`src/hw/tmrch_pkg.sv`:
```
// tmrch_pkg: register map, field positions, reset values for the two-channel timer flag block
// assumes a 32-bit APB slave with one aligned word per register
package tmrch_pkg;
  // byte offsets, channel stride
  localparam logic [7:0] OFS_IER      = 8'h00; // interrupt_enable_reg
  localparam logic [7:0] OFS_SR       = 8'h04; // status_flag_reg
  localparam logic [7:0] OFS_CNT      = 8'h08; // channel_counter
  localparam logic [7:0] OFS_GRA      = 8'h0C; // general_reg_a
  localparam logic [7:0] OFS_GRB      = 8'h10; // general_reg_b
  localparam logic [7:0] OFS_IOC      = 8'h14; // io_control_reg (role bits, capture edges)
  localparam logic [7:0] CH_STRIDE    = 8'h20; // channel 2 block offset
  localparam logic [7:0] OFS_CTRL     = 8'h40; // start bits, standby
  // field positions
  localparam int BIT_OVF       = 4;
  localparam int BIT_B         = 1;
  localparam int BIT_A         = 0;
  localparam int BIT_IER_SPARE = 7;
  localparam int IOC_ROLE_A    = 3;  // io_control_role_bit for A
  localparam int IOC_ROLE_B    = 7;  // role bit for B
  localparam int IOC_EDGE_A    = 0;  // 2-bit edge select: 00 rise, 01 fall, 1x both
  localparam int IOC_EDGE_B    = 4;
  localparam int CTRL_START1   = 1;  // channel1_start_bit
  localparam int CTRL_START2   = 2;  // channel2_start_bit
  localparam int CTRL_STANDBY  = 0;
  // fixed read values
  localparam logic [7:0] IER_FIXED1  = 8'h40;
  localparam logic [7:0] SR_FIXED1   = 8'hC0;
  // reset values
  localparam logic [15:0] CNT_RST    = 16'h0000;
  localparam logic [15:0] GR_RST     = 16'hFFFF;
  localparam logic [15:0] CNT_MAX    = 16'hFFFF;
endpackage : tmrch_pkg

```
`src/hw/tmrch_chan.sv`:
```
// tmrch_chan: one timer channel: counter, general registers A/B, flags, enables
// assumes write strobes come from the APB decoder in tmrch_top and capture pins are synchronous
`timescale 1ns/1ps
module tmrch_chan
  import tmrch_pkg::*;
#(
  parameter int CW = 16
)(
  // clock and reset
  input  wire logic          clock,
  input  wire logic          rst,
  // control
  input  wire logic          start,     // counting enable
  input  wire logic          standby,   // forces counter to zero
  input  wire logic          capPinA,   // capture pin A
  input  wire logic          capPinB,   // capture pin B
  // register writes
  input  wire logic          wrIer,
  input  wire logic          wrSr,
  input  wire logic          wrCnt,
  input  wire logic          wrGra,
  input  wire logic          wrGrb,
  input  wire logic          wrIoc,
  input  wire logic          rdSr,      // status read, arms the clear
  input  wire logic [31:0]   wdata,
  // state out
  output logic [7:0]         ierOut,
  output logic [7:0]         srOut,
  output logic [CW-1:0]      cntOut,
  output logic [CW-1:0]      graOut,
  output logic [CW-1:0]      grbOut,
  output logic [7:0]         iocOut,
  output logic [2:0]         irqNext    // ovf, b, a request next value
);
  // whole channel state
  typedef struct packed {
    logic [CW-1:0] cnt;
    logic [CW-1:0] gra;
    logic [CW-1:0] grb;
    logic [7:0]    ioc;
    logic          spare;    // ier bit 7
    logic [2:0]    en;       // ovf, b, a
    logic [2:0]    flag;     // ovf, b, a
    logic [2:0]    armed;    // flag seen as 1 by a read
    logic          pinA;
    logic          pinB;
  } tmrch_chan_t;

  tmrch_chan_t chan_q, chan_d;

  // edge detect by selected mode
  function automatic logic edgeHit(input logic cur, input logic prev, input logic [1:0] sel);
    if (sel[1])
      edgeHit = cur ^ prev;
    else if (sel[0])
      edgeHit = prev & ~cur;
    else
      edgeHit = cur & ~prev;
  endfunction : edgeHit

  logic capA, capB, cmpA, cmpB, ovf;

  // next state
  always_comb
  begin
    chan_d = chan_q;
    chan_d.pinA = capPinA;
    chan_d.pinB = capPinB;
    // capture strobes only in capture role
    capA = chan_q.ioc[IOC_ROLE_A] & edgeHit(capPinA, chan_q.pinA, chan_q.ioc[IOC_EDGE_A +: 2]);
    capB = chan_q.ioc[IOC_ROLE_B] & edgeHit(capPinB, chan_q.pinB, chan_q.ioc[IOC_EDGE_B +: 2]);
    cmpA = ~chan_q.ioc[IOC_ROLE_A] & (chan_q.cnt == chan_q.gra);
    cmpB = ~chan_q.ioc[IOC_ROLE_B] & (chan_q.cnt == chan_q.grb);
    ovf  = start & ~standby & ~wrCnt & (chan_q.cnt == CNT_MAX[CW-1:0]);
    // counter: standby beats software and counting
    if (standby)
      chan_d.cnt = CNT_RST[CW-1:0];
    else if (wrCnt)
      chan_d.cnt = wdata[CW-1:0];
    else if (start)
      chan_d.cnt = chan_q.cnt + 1'b1;
    // general registers, capture beats software write
    if (capA)
      chan_d.gra = chan_q.cnt;
    else if (wrGra)
      chan_d.gra = wdata[CW-1:0];
    if (capB)
      chan_d.grb = chan_q.cnt;
    else if (wrGrb)
      chan_d.grb = wdata[CW-1:0];
    if (wrIoc)
      chan_d.ioc = wdata[7:0];
    // enables; fixed bits are never stored
    if (wrIer)
    begin
      chan_d.spare = wdata[BIT_IER_SPARE];
      chan_d.en    = {wdata[BIT_OVF], wdata[BIT_B], wdata[BIT_A]};
    end
    // arm on read of a one
    if (rdSr)
      chan_d.armed = chan_q.armed | chan_q.flag;
    // clear only on 0 written to an armed flag; writing 1 keeps it
    if (wrSr)
    begin
      chan_d.flag  = chan_q.flag & ~(chan_q.armed & ~{wdata[BIT_OVF], wdata[BIT_B], wdata[BIT_A]});
      chan_d.armed = 3'b000;
    end
    // set wins over a simultaneous clear
    chan_d.flag = chan_d.flag | {ovf, cmpB | capB, cmpA | capA};
  end

  // state register
  always_ff @(posedge clock or posedge rst)
  begin
    if (rst)
      chan_q <= '{cnt: CNT_RST[CW-1:0], gra: GR_RST[CW-1:0], grb: GR_RST[CW-1:0], default: '0};
    else
      chan_q <= chan_d;
  end

  // views for readback
  assign ierOut  = IER_FIXED1 | {chan_q.spare, 2'b00, chan_q.en[2], 2'b00, chan_q.en[1:0]};
  assign srOut   = SR_FIXED1 | {3'b000, chan_q.flag[2], 2'b00, chan_q.flag[1:0]};
  assign cntOut  = chan_q.cnt;
  assign graOut  = chan_q.gra;
  assign grbOut  = chan_q.grb;
  assign iocOut  = chan_q.ioc;
  assign irqNext = chan_d.flag & chan_d.en;
endmodule : tmrch_chan

```
`src/hw/tmrch_top.sv`:
```
// tmrch_top: APB slave for a two-channel 16-bit timer flag block
// assumes one synchronous clock; capture pins are synchronous to it
//
// How it works
// - overflow request needs enable bit four
// - b request needs enable bit one
// - a request needs enable bit zero
// - enable bit7 stores, bit6 one, 3:2 zero
// - status bits 7,6 one; 5,3,2 zero
// - counter wrap sets overflow flag
// - zero after read-as-one clears flag
// - writing one leaves flag unchanged
// - b compare match sets b flag
// - b capture sets b flag
// - a compare match sets a flag
// - a capture sets a flag
// - each channel has its own counter
// - reset and standby zero the counter
// - two general registers per channel
// - reset loads general registers all ones
// - separate enable and status per channel
// - role bit picks compare or capture
// - counter advances only while started
`timescale 1ns/1ps
module tmrch_top
  import tmrch_pkg::*;
#(
  parameter int CW = 16
)(
  // clock and reset
  input  wire logic          clock,
  input  wire logic          rst,
  // apb slave
  input  wire logic          psel,
  input  wire logic          penable,
  input  wire logic          pwrite,
  input  wire logic [7:0]    paddr,
  input  wire logic [31:0]   pwdata,
  input  wire logic [3:0]    pstrb,
  output logic [31:0]        prdata,
  output logic               pready,
  output logic               pslverr,
  // capture pins
  input  wire logic [1:0]    capPinA,
  input  wire logic [1:0]    capPinB,
  // interrupt requests per channel
  output logic [1:0]         overflowIrqRequest,
  output logic [1:0]         matchBIrqRequest,
  output logic [1:0]         matchAIrqRequest
);
  // top state
  typedef struct packed {
    logic [2:0]  ctrl;     // start2, start1, standby
    logic [31:0] rdata;
    logic        ready;
    logic        err;
    logic [1:0]  irqOvf;
    logic [1:0]  irqB;
    logic [1:0]  irqA;
  } tmrch_top_t;

  tmrch_top_t top_q, top_d;

  // per-channel views
  logic [7:0]    ier    [2];
  logic [7:0]    sr     [2];
  logic [CW-1:0] cnt    [2];
  logic [CW-1:0] gra    [2];
  logic [CW-1:0] grb    [2];
  logic [7:0]    ioc    [2];
  logic [2:0]    irqN   [2];
  logic [5:0]    wrSel  [2];   // ier, sr, cnt, gra, grb, ioc
  logic [1:0]    rdSr;

  // access phase: the answer is built in the first access cycle, writes commit at the edge that
  // samples pready high, so no write lands before the master has seen the answer
  logic acc, hit, wr, rd, full;
  assign acc  = psel & penable & ~top_q.ready;
  assign hit  = psel & penable & top_q.ready;
  assign wr   = hit & pwrite;
  assign rd   = acc & ~pwrite;
  assign full = &pstrb;

  // channel index from address
  function automatic int chIdx(input logic [7:0] a);
    chIdx = (a >= CH_STRIDE) ? 1 : 0;
  endfunction : chIdx

  // address decode and bus answer
  always_comb
  begin
    top_d       = top_q;
    top_d.ready = acc;
    top_d.err   = 1'b0;
    for (int c = 0; c < 2; c++)
    begin
      wrSel[c] = 6'b000000;
      rdSr[c]  = 1'b0;
    end
    if (psel && penable)
    begin
      if (paddr == OFS_CTRL)
      begin
        if (acc)
          top_d.rdata = {29'h0, top_q.ctrl};
        if (wr)
          top_d.ctrl = pwdata[2:0];
      end
      else if (paddr < OFS_CTRL && (paddr & (CH_STRIDE - 8'h01)) <= OFS_IOC && paddr[1:0] == 2'b00)
      begin
        if (acc)
        begin
          case (paddr & (CH_STRIDE - 8'h01))
            OFS_IER: top_d.rdata = {24'h0, ier[chIdx(paddr)]};
            OFS_SR:  top_d.rdata = {24'h0, sr[chIdx(paddr)]};
            OFS_CNT: top_d.rdata = {16'h0, cnt[chIdx(paddr)]};
            OFS_GRA: top_d.rdata = {16'h0, gra[chIdx(paddr)]};
            OFS_GRB: top_d.rdata = {16'h0, grb[chIdx(paddr)]};
            default: top_d.rdata = {24'h0, ioc[chIdx(paddr)]};
          endcase
        end
        if (wr && full)
          wrSel[chIdx(paddr)] = 6'b000001 << 3'((paddr & (CH_STRIDE - 8'h01)) >> 2);
        // partial-width writes are refused with an error
        if (acc && pwrite && !full)
          top_d.err = 1'b1;
        if (rd && (paddr & (CH_STRIDE - 8'h01)) == OFS_SR)
          rdSr[chIdx(paddr)] = 1'b1;
      end
      else if (acc)
      begin
        // unmapped: zero data and error
        top_d.rdata = 32'h0000_0000;
        top_d.err   = 1'b1;
      end
    end
    // registered requests
    top_d.irqOvf = {irqN[1][2], irqN[0][2]};
    top_d.irqB   = {irqN[1][1], irqN[0][1]};
    top_d.irqA   = {irqN[1][0], irqN[0][0]};
  end

  // state register
  always_ff @(posedge clock or posedge rst)
  begin
    if (rst)
      top_q <= '0;
    else
      top_q <= top_d;
  end

  // two channels, each its own counter and flags
  for (genvar c = 0; c < 2; c++)
  begin : g_ch
    tmrch_chan #(.CW(CW)) u_chan (
      .clock   (clock),
      .rst     (rst),
      .start   (top_q.ctrl[c == 0 ? CTRL_START1 : CTRL_START2]),
      .standby (top_q.ctrl[CTRL_STANDBY]),
      .capPinA (capPinA[c]),
      .capPinB (capPinB[c]),
      .wrIer   (wrSel[c][0]),
      .wrSr    (wrSel[c][1]),
      .wrCnt   (wrSel[c][2]),
      .wrGra   (wrSel[c][3]),
      .wrGrb   (wrSel[c][4]),
      .wrIoc   (wrSel[c][5]),
      .rdSr    (rdSr[c]),
      .wdata   (pwdata),
      .ierOut  (ier[c]),
      .srOut   (sr[c]),
      .cntOut  (cnt[c]),
      .graOut  (gra[c]),
      .grbOut  (grb[c]),
      .iocOut  (ioc[c]),
      .irqNext (irqN[c])
    );
  end

  // outputs straight from flip-flops
  assign prdata             = top_q.rdata;
  assign pready             = top_q.ready;
  assign pslverr            = top_q.err;
  assign overflowIrqRequest = top_q.irqOvf;
  assign matchBIrqRequest   = top_q.irqB;
  assign matchAIrqRequest   = top_q.irqA;
endmodule : tmrch_top

```
`config.mk`:
```
export PLATFORM = sky130hd
export DESIGN_NAME = tmrch_top
export DESIGN_NICKNAME = d
export VERILOG_FILES = /design/src/hw/tmrch_pkg.sv /design/src/hw/tmrch_chan.sv /design/src/hw/tmrch_top.sv
export SDC_FILE = /design/constraint.sdc
export NUM_CORES = 1
export LEC_CHECK = 0
export ABC_AREA = 1
export BUFFER_PORTS_ARGS = -buffer_cell sky130_fd_sc_hd__clkbuf_2
export CAP_MARGIN = 20
export CORE_ASPECT_RATIO = 1.2
export CORE_UTILIZATION = 60
export CTS_BUF_LIST = sky130_fd_sc_hd__clkbuf_4 sky130_fd_sc_hd__clkbuf_8 sky130_fd_sc_hd__clkbuf_16
export CTS_CLUSTER_DIAMETER = 50
export DETAILED_ROUTE_END_ITERATION = 10
export PLACE_DENSITY_LB_ADDON = 0.3
export SLEW_MARGIN = 25
export SYNTH_ARGS = -nofsm -noshare
export SYNTH_HDL_FRONTEND = slang
export SYNTH_SLANG_ARGS = --single-unit
export TNS_END_PERCENT = 10
```
`constraint.sdc`:
```
create_clock -name clock -period 5.5 [get_ports clock]
set_input_delay 0.275 -clock clock [delete_from_list [all_inputs] [get_ports clock]]
set_output_delay 0.275 -clock clock [all_outputs]
set_load 0.05 [all_outputs]
```
# After elaboration in Yosys (flattened, before gate mapping)
# Cells that the tools add are included.
# word_totals
regBits	179
inputBits	53
out_inout_bits	40
wordCells	208
# classes
n_addsub	2
magnitude_cmp	7
n_eq_ne	11
shift	1
muxes	70
n_bitwise	67
n_reduce_logical	23
# op_table
cell	count
16-bit 2-to-1 mux	23
32-bit 2-to-1 mux	5
16-bit case mux with 5 select lines	1
16-bit == test	4
8-bit 2-to-1 mux	8
12-bit 2-to-1 mux	4
16-bit by 1-bit adder with 16-bit output, second input constant	2
16-bit == test, second input constant	2
32-bit by 2-bit >= comparator with 1-bit output, second input constant	1
32-bit by 1-bit < comparator with 1-bit output, second input constant	1
32-bit inverter	1
1-bit bitwise AND	27
3-bit bitwise AND	6
6-bit 2-to-1 mux	3
1-bit inverter	17
1-bit 2-to-1 mux	15
12-bit bitwise AND	1
3-bit 2-to-1 mux	4
3-bit bitwise OR	4
2-bit nonzero test	6
5-bit by 4-bit == test with 1-bit output, second input constant	2
1-bit logical AND	9
3-bit inverter	3
8-bit by 7-bit == test with 1-bit output, second input constant	1
21 further kinds	31

# Depth between registers and ports, before layout
# Gate-level depths: netlist of run 1.
# depth
word_depth	17
ltp_mapped	11
ltp_nobuf	10

# Hierarchy
# A second synthesis of run 1 with hierarchy kept.
# unflattened
cells_unflattened	1720
hier_area_um2	12129.1
# modules_own_cells
module	instances	cells_per_inst	area_per_inst_um2	seq_area_each_um2
tmrch_chan	2	618	4605.7	1741.7
tmrch_top	1	484	2917.8	675.6

# Worst setup path after synthesis of run 1
# OpenSTA, ideal clock, no wires.
# synth_path
path_type	reg2reg
from	reg top_q, in the netlist pready
to	reg g_ch[0].u_chan.chan_q, in the netlist g_ch[0].u_chan.cntOut[13]
setup_time_ps	126
t_arrival_ps	1712
t_required_ps	5374
slack_ps	3662
stages_incl_launch_ff	12
path_buffers	1
synth_period_minus_slack_ps	1838
path_cell_list	dfrtp_1 -> nand2_1 -> nor2_1 -> nand2_1 -> clkinv_1 -> nand3_4 -> nand2_2 -> nand2_2 -> buf_2 -> nor2_1 -> nand2_1 -> o21ai_0
# synth_via
elab_chain_cells	9
elab_cells_between_ends	10
cone_classes	mux (6); bitwise (2); reduce/logical (2)
# synth_rtl
item	line	text
from (decl)	tmrch_top.sv:62	tmrch_top_t top_q, top_d;
from (signal assigned)	tmrch_top.sv:149	top_q <= top_d;
1-bit bitwise AND *	tmrch_top.sv:79	assign hit = psel & penable & top_q.ready;
1-bit bitwise AND *	tmrch_top.sv:80	assign wr = hit & pwrite;
1-bit logical AND *	tmrch_top.sv:122	if (wr && full)
12-bit 2-to-1 mux *	tmrch_top.sv:122	
12-bit 2-to-1 mux *	tmrch_top.sv:109	else if (paddr < OFS_CTRL && (paddr & (CH_STRIDE - 8'h01)) <= OFS_IOC && paddr[1:0] == 2'b00)
12-bit 2-to-1 mux *	tmrch_top.sv:102	if (paddr == OFS_CTRL)
12-bit 2-to-1 mux *	tmrch_top.sv:100	if (psel && penable)
16-bit 2-to-1 mux	tmrch_chan.sv:78	else if (wrCnt)
16-bit 2-to-1 mux	tmrch_chan.sv:76	if (standby)
to (signal assigned)	tmrch_chan.sv:118	chan_q <= chan_d;
to (decl)	tmrch_chan.sv:49	tmrch_chan_t chan_q, chan_d;
# Every way passes the cells marked *; elsewhere a longest branch is shown, timed or not.
# A chain may end at the register's enable or synchronous reset.

# Worst setup path after layout of run 1
# layout_path
from	in capPinA[0]
to	reg g_ch[0].u_chan.chan_q, in the netlist g_ch[0].u_chan.graOut[12]
# layout_via
elab_chain_cells	6
elab_cells_between_ends	9
cone_classes	mux (3); bitwise (5); reduce/logical (1)
# layout_rtl
item	line	text
from (decl)	tmrch_top.sv:44	input wire logic [1:0] capPinA,
1-bit inverter	tmrch_chan.sv:56	edgeHit = prev & ~cur;
1-bit bitwise AND	tmrch_chan.sv:56	
1-bit 2-to-1 mux	tmrch_chan.sv:55	else if (sel[0])
1-bit 2-to-1 mux *	tmrch_chan.sv:53	if (sel[1])
1-bit bitwise AND *	tmrch_chan.sv:70	capA = chan_q.ioc[IOC_ROLE_A] & edgeHit(capPinA, chan_q.pinA, chan_q.ioc[IOC_EDGE_A +: 2]);
16-bit 2-to-1 mux or 2-bit nonzero test (tied branches)	-	
# Marks and branches as above.

==> flow_summary.yaml, run 1 <==
outcome:
  status: "finished clean"
route:
  viasPerCell: 6.16
  wl_mm: 32.5
  route.detailed.drc: 0
  ant_nets: 0
  routed-via-count: 10500
  wl_per_cell_um: 19.0
  drt-initial-drc-count: 1355
  drtPass1Iterations: 6
setup_path:
  crit_arrival_ps: 3840
  path_buf_inv: 3
  crit_fanout: 32
  slowest_delay_ps: 970
  r2r_cells: 6
  crit_family: "simple AND/OR/NAND/NOR gates"
  worstPathRequired_ps: 5840
  r2r_start: "g_ch[0].u_chan.chan_q[1]$_DFF_PP0_"
  reg2reg_to: "g_ch[0].u_chan.graOut[12]$_DFFE_PP1P_"
  crit_type: "in -> reg"
  crit_slowest_cell: "nand2_1"
  cp_common_cell: "nand2_1"
  regToRegSetupSlack_ps: 2170
  cp_cell_sequence: "dlygate4sd3_1 -> clkbuf_2 -> inv_1 -> ha_1 -> a21oi_1 -> nand2_1 -> nand2_1 -> o211ai_1 -> o21ai_0"
  end_kind: "flop"
  critPathLaunchType: "input pin"
timing:
  setup_tns_ps: 0
  fin_crit_ps: 3510
  drv_slew: 0
  fin_skew_ps: 9.62
  hold_violations: 0
  tightest_slew_ps: 958
  rsz0062_at_grt: "false"
  setup_violations: 0
  fmax_mhz: 285
  slew_headroom_pct: 36.0
  post-route-period-util_pct: 63.7
min_path:
  worstHoldStart: "pwdata[11]"
  holdPathEnd: "g_ch[0].u_chan.graOut[11]$_DFFE_PP1P_"
  hold_path_depth: 3
  hold_path.class: "in -> reg"
global_route:
  grtUsageTotal_pct: 38.0
  grt_pass1_wl_mm: 51.6
  antenna_found_initial: 0
  grt_start_max_net_pins: 95
  grt_pass1_vias: 9677
  grt_overflow_total: 0
cells_and_area:
  layout_commonest_cell: "nand2_1"
  diodes: 0
  final_cells: 1711
  final_cell_mix: "393 x nand2_1, 177 x o21ai_0, 154 x inv_1"
  num-fill-cells: 1520
  drive_above_1_share_pct: 13.0
  area_growth_pct: 9.04
  fin_nets: 1545
power:
  cellLeakagePower_uw: 0.00557
  peakVddDrop_uv: 224
  power_density_mw_per_mm2: 245
synthesis:
  synthDistinctLibCells: 44
  avgSynthCellArea_um2: 7.10
  synth-warning-count: 0
  netlist_area_mm2: 0.0104
  syn-instance-count: 1464
  yosysSeqAreaShare_pct: 40.0
  synth-seq-cells: 163
die:
  die_area_mm2: 0.0179
  row_count: 52
  io_pins: 93
  die_h_um: 146
  start_util_pct: 61.4
  die_w_um: 122
  core_area_mm2: 0.0169
clock_tree:
  postCtsSetupRepairBufs: 0
  cts-root-buf: "clkbuf_16"
  clock_latency_ps: 440
  cts_made_buffers: 17
  cts_tree: "done"
  cts.clk_slew.worst_paths_ps: 70
  htree_levels: 4
  clockBufferDepth: 2
  cts_sinks: 163
  cts_resized: 0
run:
  maxCapViolations: 0
placement:
  dp.cells: 1674
  gp_congestion: 0.977
  dp_hpwl_mm: 23.1
  io_buffers: 60
## flip-flops by register name, summed over array words and instances, names as in the netlist
signal,cells
g_ch.u_chan.chan_q,10
g_ch.u_chan.cntOut,32
g_ch.u_chan.graOut,32
g_ch.u_chan.grbOut,32
g_ch.u_chan.ierOut,8
g_ch.u_chan.iocOut,16
g_ch.u_chan.srOut,6
matchAIrqRequest,2
matchBIrqRequest,2
overflowIrqRequest,2
prdata,16
pready,1
pslverr,1
top_q,3
## routing by layer
layer / share of wire (%) / up-vias / global-route usage (%) / routed length (µm)
met1: 38 / 4923 / 52.3 / 12500
li1: - / 4815 / - / -
met5: 0 / - / 0 / 0
met2: 45 / 676 / 56.7 / 14700
met3: 12 / 118 / 8.13 / 3780
met4: 4.7 / 0 / 18.3 / 1540
## stage by stage
| step | hold slack [ps] | setup slack [ps] | total power (µW) | area [µm²] | utilization, % |
|---|---|---|---|---|---|
| 2_1_floorplan | 306 | 926 | 1430 | 10400 | - |
| 3_3_place_gp | 355 | 2270 | 1490 | 10600 | 62.9 |
| 3_5_place_dp | 359 | 2210 | 1490 | 10600 | 62.9 |
| 4_1_cts | 75.0 | 2020 | 2770 | 11300 | 66.9 |
| 5_1_grt | 83.1 | 1740 | 2850 | 11300 | 67.0 |
| 6_report | 75.0 | 1990 | 2780 | 11300 | 67.0 |
## synth_stat cells (all sizes together)
cell,number,area share [%]
a211oi,1,0.072
a21oi,48,2.4
a22o,1,0.084
a31oi,8,0.48
buf,48,2.9
clkbuf,42,1.5
clkinv,3,0.12
conb,1,0.036
dfrtp,99,24
dfstp,64,16
ha,10,1.2
inv,158,5.7
nand2,400,15
nand3,79,4.1
nand3b,7,0.51
nand4,22,1.3
nor2,135,5.2
nor3,16,0.82
nor3b,2,0.19
nor4,1,0.060
o211ai,66,4.8
o21a,13,0.94
o21ai,192,9.3
o21bai,1,0.072
o22ai,16,0.96
or2,1,0.060
xnor2,9,0.76
xor2,21,1.8
## cell families (layout without fill, tap and decap cells)
family                     Yosys count  after routing  synth area share, %
and+or+nand+nor                    663            663                 26.9
AOI/OAI and AO/OA                  346            346                 19.1
buffers and inverters              251            267                 10.2
DFF                                163            163                 40.0
xor gates and xnor gates            30             30                 2.53
adders and majority gates           10             10                 1.20
other                                1             16               0.0361
## worst max-delay path by stage
stage / to / from / depth (start not counted) / slack (ps)
floorplan: g_ch[0].u_chan.chan_q[0]$_DFF_PP0_ / rst / 1 / 930
global placement: g_ch[0].u_chan.graOut[12]$_DFFE_PP1P_ / capPinA[0] / 8 / 2270
detailed placement: g_ch[0].u_chan.graOut[0]$_DFFE_PP1P_ / capPinA[0] / 8 / 2210
CTS: g_ch[0].u_chan.graOut[12]$_DFFE_PP1P_ / capPinA[0] / 9 / 2020
global route: g_ch[0].u_chan.graOut[12]$_DFFE_PP1P_ / capPinA[0] / 9 / 1740
finish: g_ch[0].u_chan.graOut[12]$_DFFE_PP1P_ / capPinA[0] / 9 / 1990
## power breakdown
part | internal (µW) | switching, µW
combinational | 59.2 | 186
sequential | 1210 | 23.8
clock | 743 | 553
total | 2020 | 762
## cell type report
type | count | area [µm²] | area share (%)
Timing Repair Buffer | 74 | 418 | 3.69
Tap cell | 216 | 270 | 2.38
Clock buffer | 18 | 439 | 3.88
Sequential cell | 163 | 4160 | 36.7
Clock inverter | 14 | 189 | 1.67
Multi-Input combinational cell | 1065 | 5250 | 46.3
Inverter | 161 | 611 | 5.39
## repair_timing
| action | in CTS | in global routing |
|---|---|---|
| hold buffers | 5 | 0 |
| endpoints found under the hold margin | 29 | 0 |
| endpoints found under the setup margin | 0 | 0 |
## worst reg2reg max path: cells and delay by family, from the launching register on
kind                       cells  cell delay (ps)
AOI/OAI and AO/OA              3              900
adders and majority gates      1              280
DFF                            1              380
and+or+nand+nor                2             1680
Power figures use the tool's default switching activity.
==> inputs of run 2 (changes only) <==
- ABC_AREA: 1 -> 0
- CORE_UTILIZATION: 60 -> 54
- clock period: 5.5 -> 3 ns (I/O delays scaled with it)
==> run 2 against run 1 <==
Compared with the run above:
- cell area decreased by 5.5%
- sequential power increased by 100%
- non-clock buffer count increased by 20
- highest routed layer unchanged
==> flow_summary.yaml, run 2 <==
power:
  cellLeakagePower_uw: 0.00478
  power_uw: 5440
  peakVddDrop_uv: 385
  power_density_mw_per_mm2: 508
route:
  routed-via-count: 7814
  drt-initial-drc-count: 741
  drtPass1Iterations: 5
  route.detailed.drc: 0
  viasPerCell: 6.23
  wl_per_cell_um: 21.4
  ant_nets: 0
  wl_mm: 26.9
run:
  maxCapViolations: 0
synthesis:
  yosysTopAreaCellShare_pct: 25.7
  yosys-top-cells-count: "99 x dfrtp_1, 92 x nor2_1, 90 x mux2i_1, 85 x nand2_1"
  ys_top_cells_by_area: "dfrtp_1 26%, dfstp_2 17%, mux2i_1 9.3%"
  synth.most_common_cell: "dfrtp_1"
  synth-edff-count: 0
  synth_area_leader_cell: "dfrtp_1"
  synth_xor_area_share_pct: 8.45
  synth-warning-count: 0
  netlist_area_mm2: 0.00964
  synth_compound_area_share_pct: 14.1
  synth-seq-cells: 163
  ys.flop_type: "dfrtp_1"
  yosysSeqAreaShare_pct: 43.1
  syn-instance-count: 1004
  synth_top_family_by_area: "simple AND/OR/NAND/NOR gates"
  synthDistinctLibCells: 60
  avgSynthCellArea_um2: 9.60
  ys_async_sr_fraction_pct: 100
  synthMuxAreaShare_pct: 12.5
  synth_adder_area_share_pct: 1.30
  yosys.area_share.simple_pct: 14.2
setup_path:
  crit_arrival_ps: 2600
  crit_fanout: 9
  worstPathRequired_ps: 3350
  critPathLaunchType: "flop"
  crit_type: "reg -> reg"
  end_kind: "flop"
die:
  core_area_mm2: 0.0175
  die_h_um: 148
  io_pins: 93
  row_count: 53
  start_util_pct: 55.1
  die_area_mm2: 0.0184
  die_w_um: 124
cells_and_area:
  final_cell_mix: "99 x dfrtp_1, 92 x nor2_1, 90 x mux2i_1"
  area_growth_pct: 11.1
  diodes: 0
  layout_commonest_cell: "dfrtp_1"
  final_cells: 1255
  fin_nets: 1085
  drive_above_1_share_pct: 21.8
global_route:
  grt_start_max_net_pins: 66
  grt_pass1_wl_mm: 42.3
  grt_pass1_vias: 7608
  antenna_found_initial: 0
  grt_overflow_total: 0
  grtUsageTotal_pct: 31.0
timing:
  setup_tns_ps: 0
  post-route-period-util_pct: 75.1
  rsz0062_at_grt: "false"
  setup_violations: 0
  slew_headroom_pct: 37.8
  drv_slew: 0
  fmax_mhz: 444
  fin_crit_ps: 2250
  hold_violations: 0
  fin_skew_ps: 7.70
  tightest_slew_ps: 933
clock_tree:
  clock_latency_ps: 430
  clockBufferDepth: 2
  postCtsSetupRepairBufs: 0
  cts_made_buffers: 17
  cts_tree: "done"
  cts_sinks: 163
  cts.clk_slew.worst_paths_ps: 60
  cts_resized: 0
  htree_levels: 4
  cts-root-buf: "clkbuf_16"
min_path:
  hold_path.class: "in -> reg"
placement:
  dp_hpwl_mm: 19.2
  dp.cells: 1218
  io_buffers: 60
  gp_congestion: 0.964
outcome:
  status: "finished clean"
==> run 2: cell families after synthesis <==
kind of cell | after synthesis
other | 1
adder cells (fa/ha/maj) | 10
AND/OR/NAND/NOR | 291
XOR/XNOR | 93
flip-flops | 163
multiplexers | 117
buffers and inverters | 134
AO/OA/AOI/OAI | 195
==> run 2: worst paths after layout <==
check                                                           from                                    to  slack (ps)  depth (start not counted)
worst max-delay path            g_ch[0].u_chan.cntOut[1]$_DFFE_PP0P_       overflowIrqRequest[0]$_DFF_PP0_         750                          6
worst min-delay path                                          pwrite                     pslverr$_DFF_PP0_          40                          3
min in group asynchronous                                        rst         matchAIrqRequest[0]$_DFF_PP0_         350                          3
worst min register to register                 prdata[0]$_DFFE_PP0P_                 prdata[0]$_DFFE_PP0P_         480                          2
max in group asynchronous                                        rst  g_ch[0].u_chan.graOut[5]$_DFFE_PP1P_        1850                          4
worst max register to register  g_ch[0].u_chan.cntOut[1]$_DFFE_PP0P_       overflowIrqRequest[0]$_DFF_PP0_         750                          6
==> run 2: per-stage QoR <==
stage / util [%] / area, µm² / worst slack [ps] / hold slack [ps]
2_1_floorplan: - / 9700 / 736 / 181
3_3_place_gp: 57.4 / 10000 / 707 / 258
3_5_place_dp: 57.4 / 10000 / 665 / 262
4_1_cts: 61.2 / 10700 / 735 / 17.7
5_1_grt: 61.2 / 10700 / 560 / 78.9
6_report: 61.2 / 10700 / 748 / 37.6
==> run 2: worst max-delay path: stages, from the launching register on <==
cell and delay (ps):
dfrtp_1 550, ha_1 240, nand2_1 110, nor3_1 500, and2_1 290, nand3_1 240
a21boi_0 240
==> run 2: repair_timing <==
action / in CTS / in global routing
endpoints found under the setup margin: 0 / 0
hold buffers: 5 / 0
hold endpoints to repair: 26 / 0
==> run 2: per-layer routing <==
metal	vias to the layer above	track usage [%]	share of wire, %
li1	3587	-	-
met1	3811	39.8	41
met2	330	49.2	48
met3	86	5.02	6.1
met4	0	18.0	5.4
met5	-	0	0
==> run 2: area by class of cell <==
| class | instances | area [µm²] |
|---|---|---|
| Clock inverter | 14 | 176 |
| Tap cell | 220 | 275 |
| Sequential cell | 163 | 4160 |
| Timing Repair Buffer | 94 | 593 |
| Fill cell | 1465 | 6790 |
| Clock buffer | 18 | 439 |
| Inverter | 24 | 93.8 |
| Multi-Input combinational cell | 722 | 4980 |
==> run 2: power by group <==
part	internal, µW	switching, µW
clock network	1340	939
registers	2280	199
logic	267	419
total	3890	1560
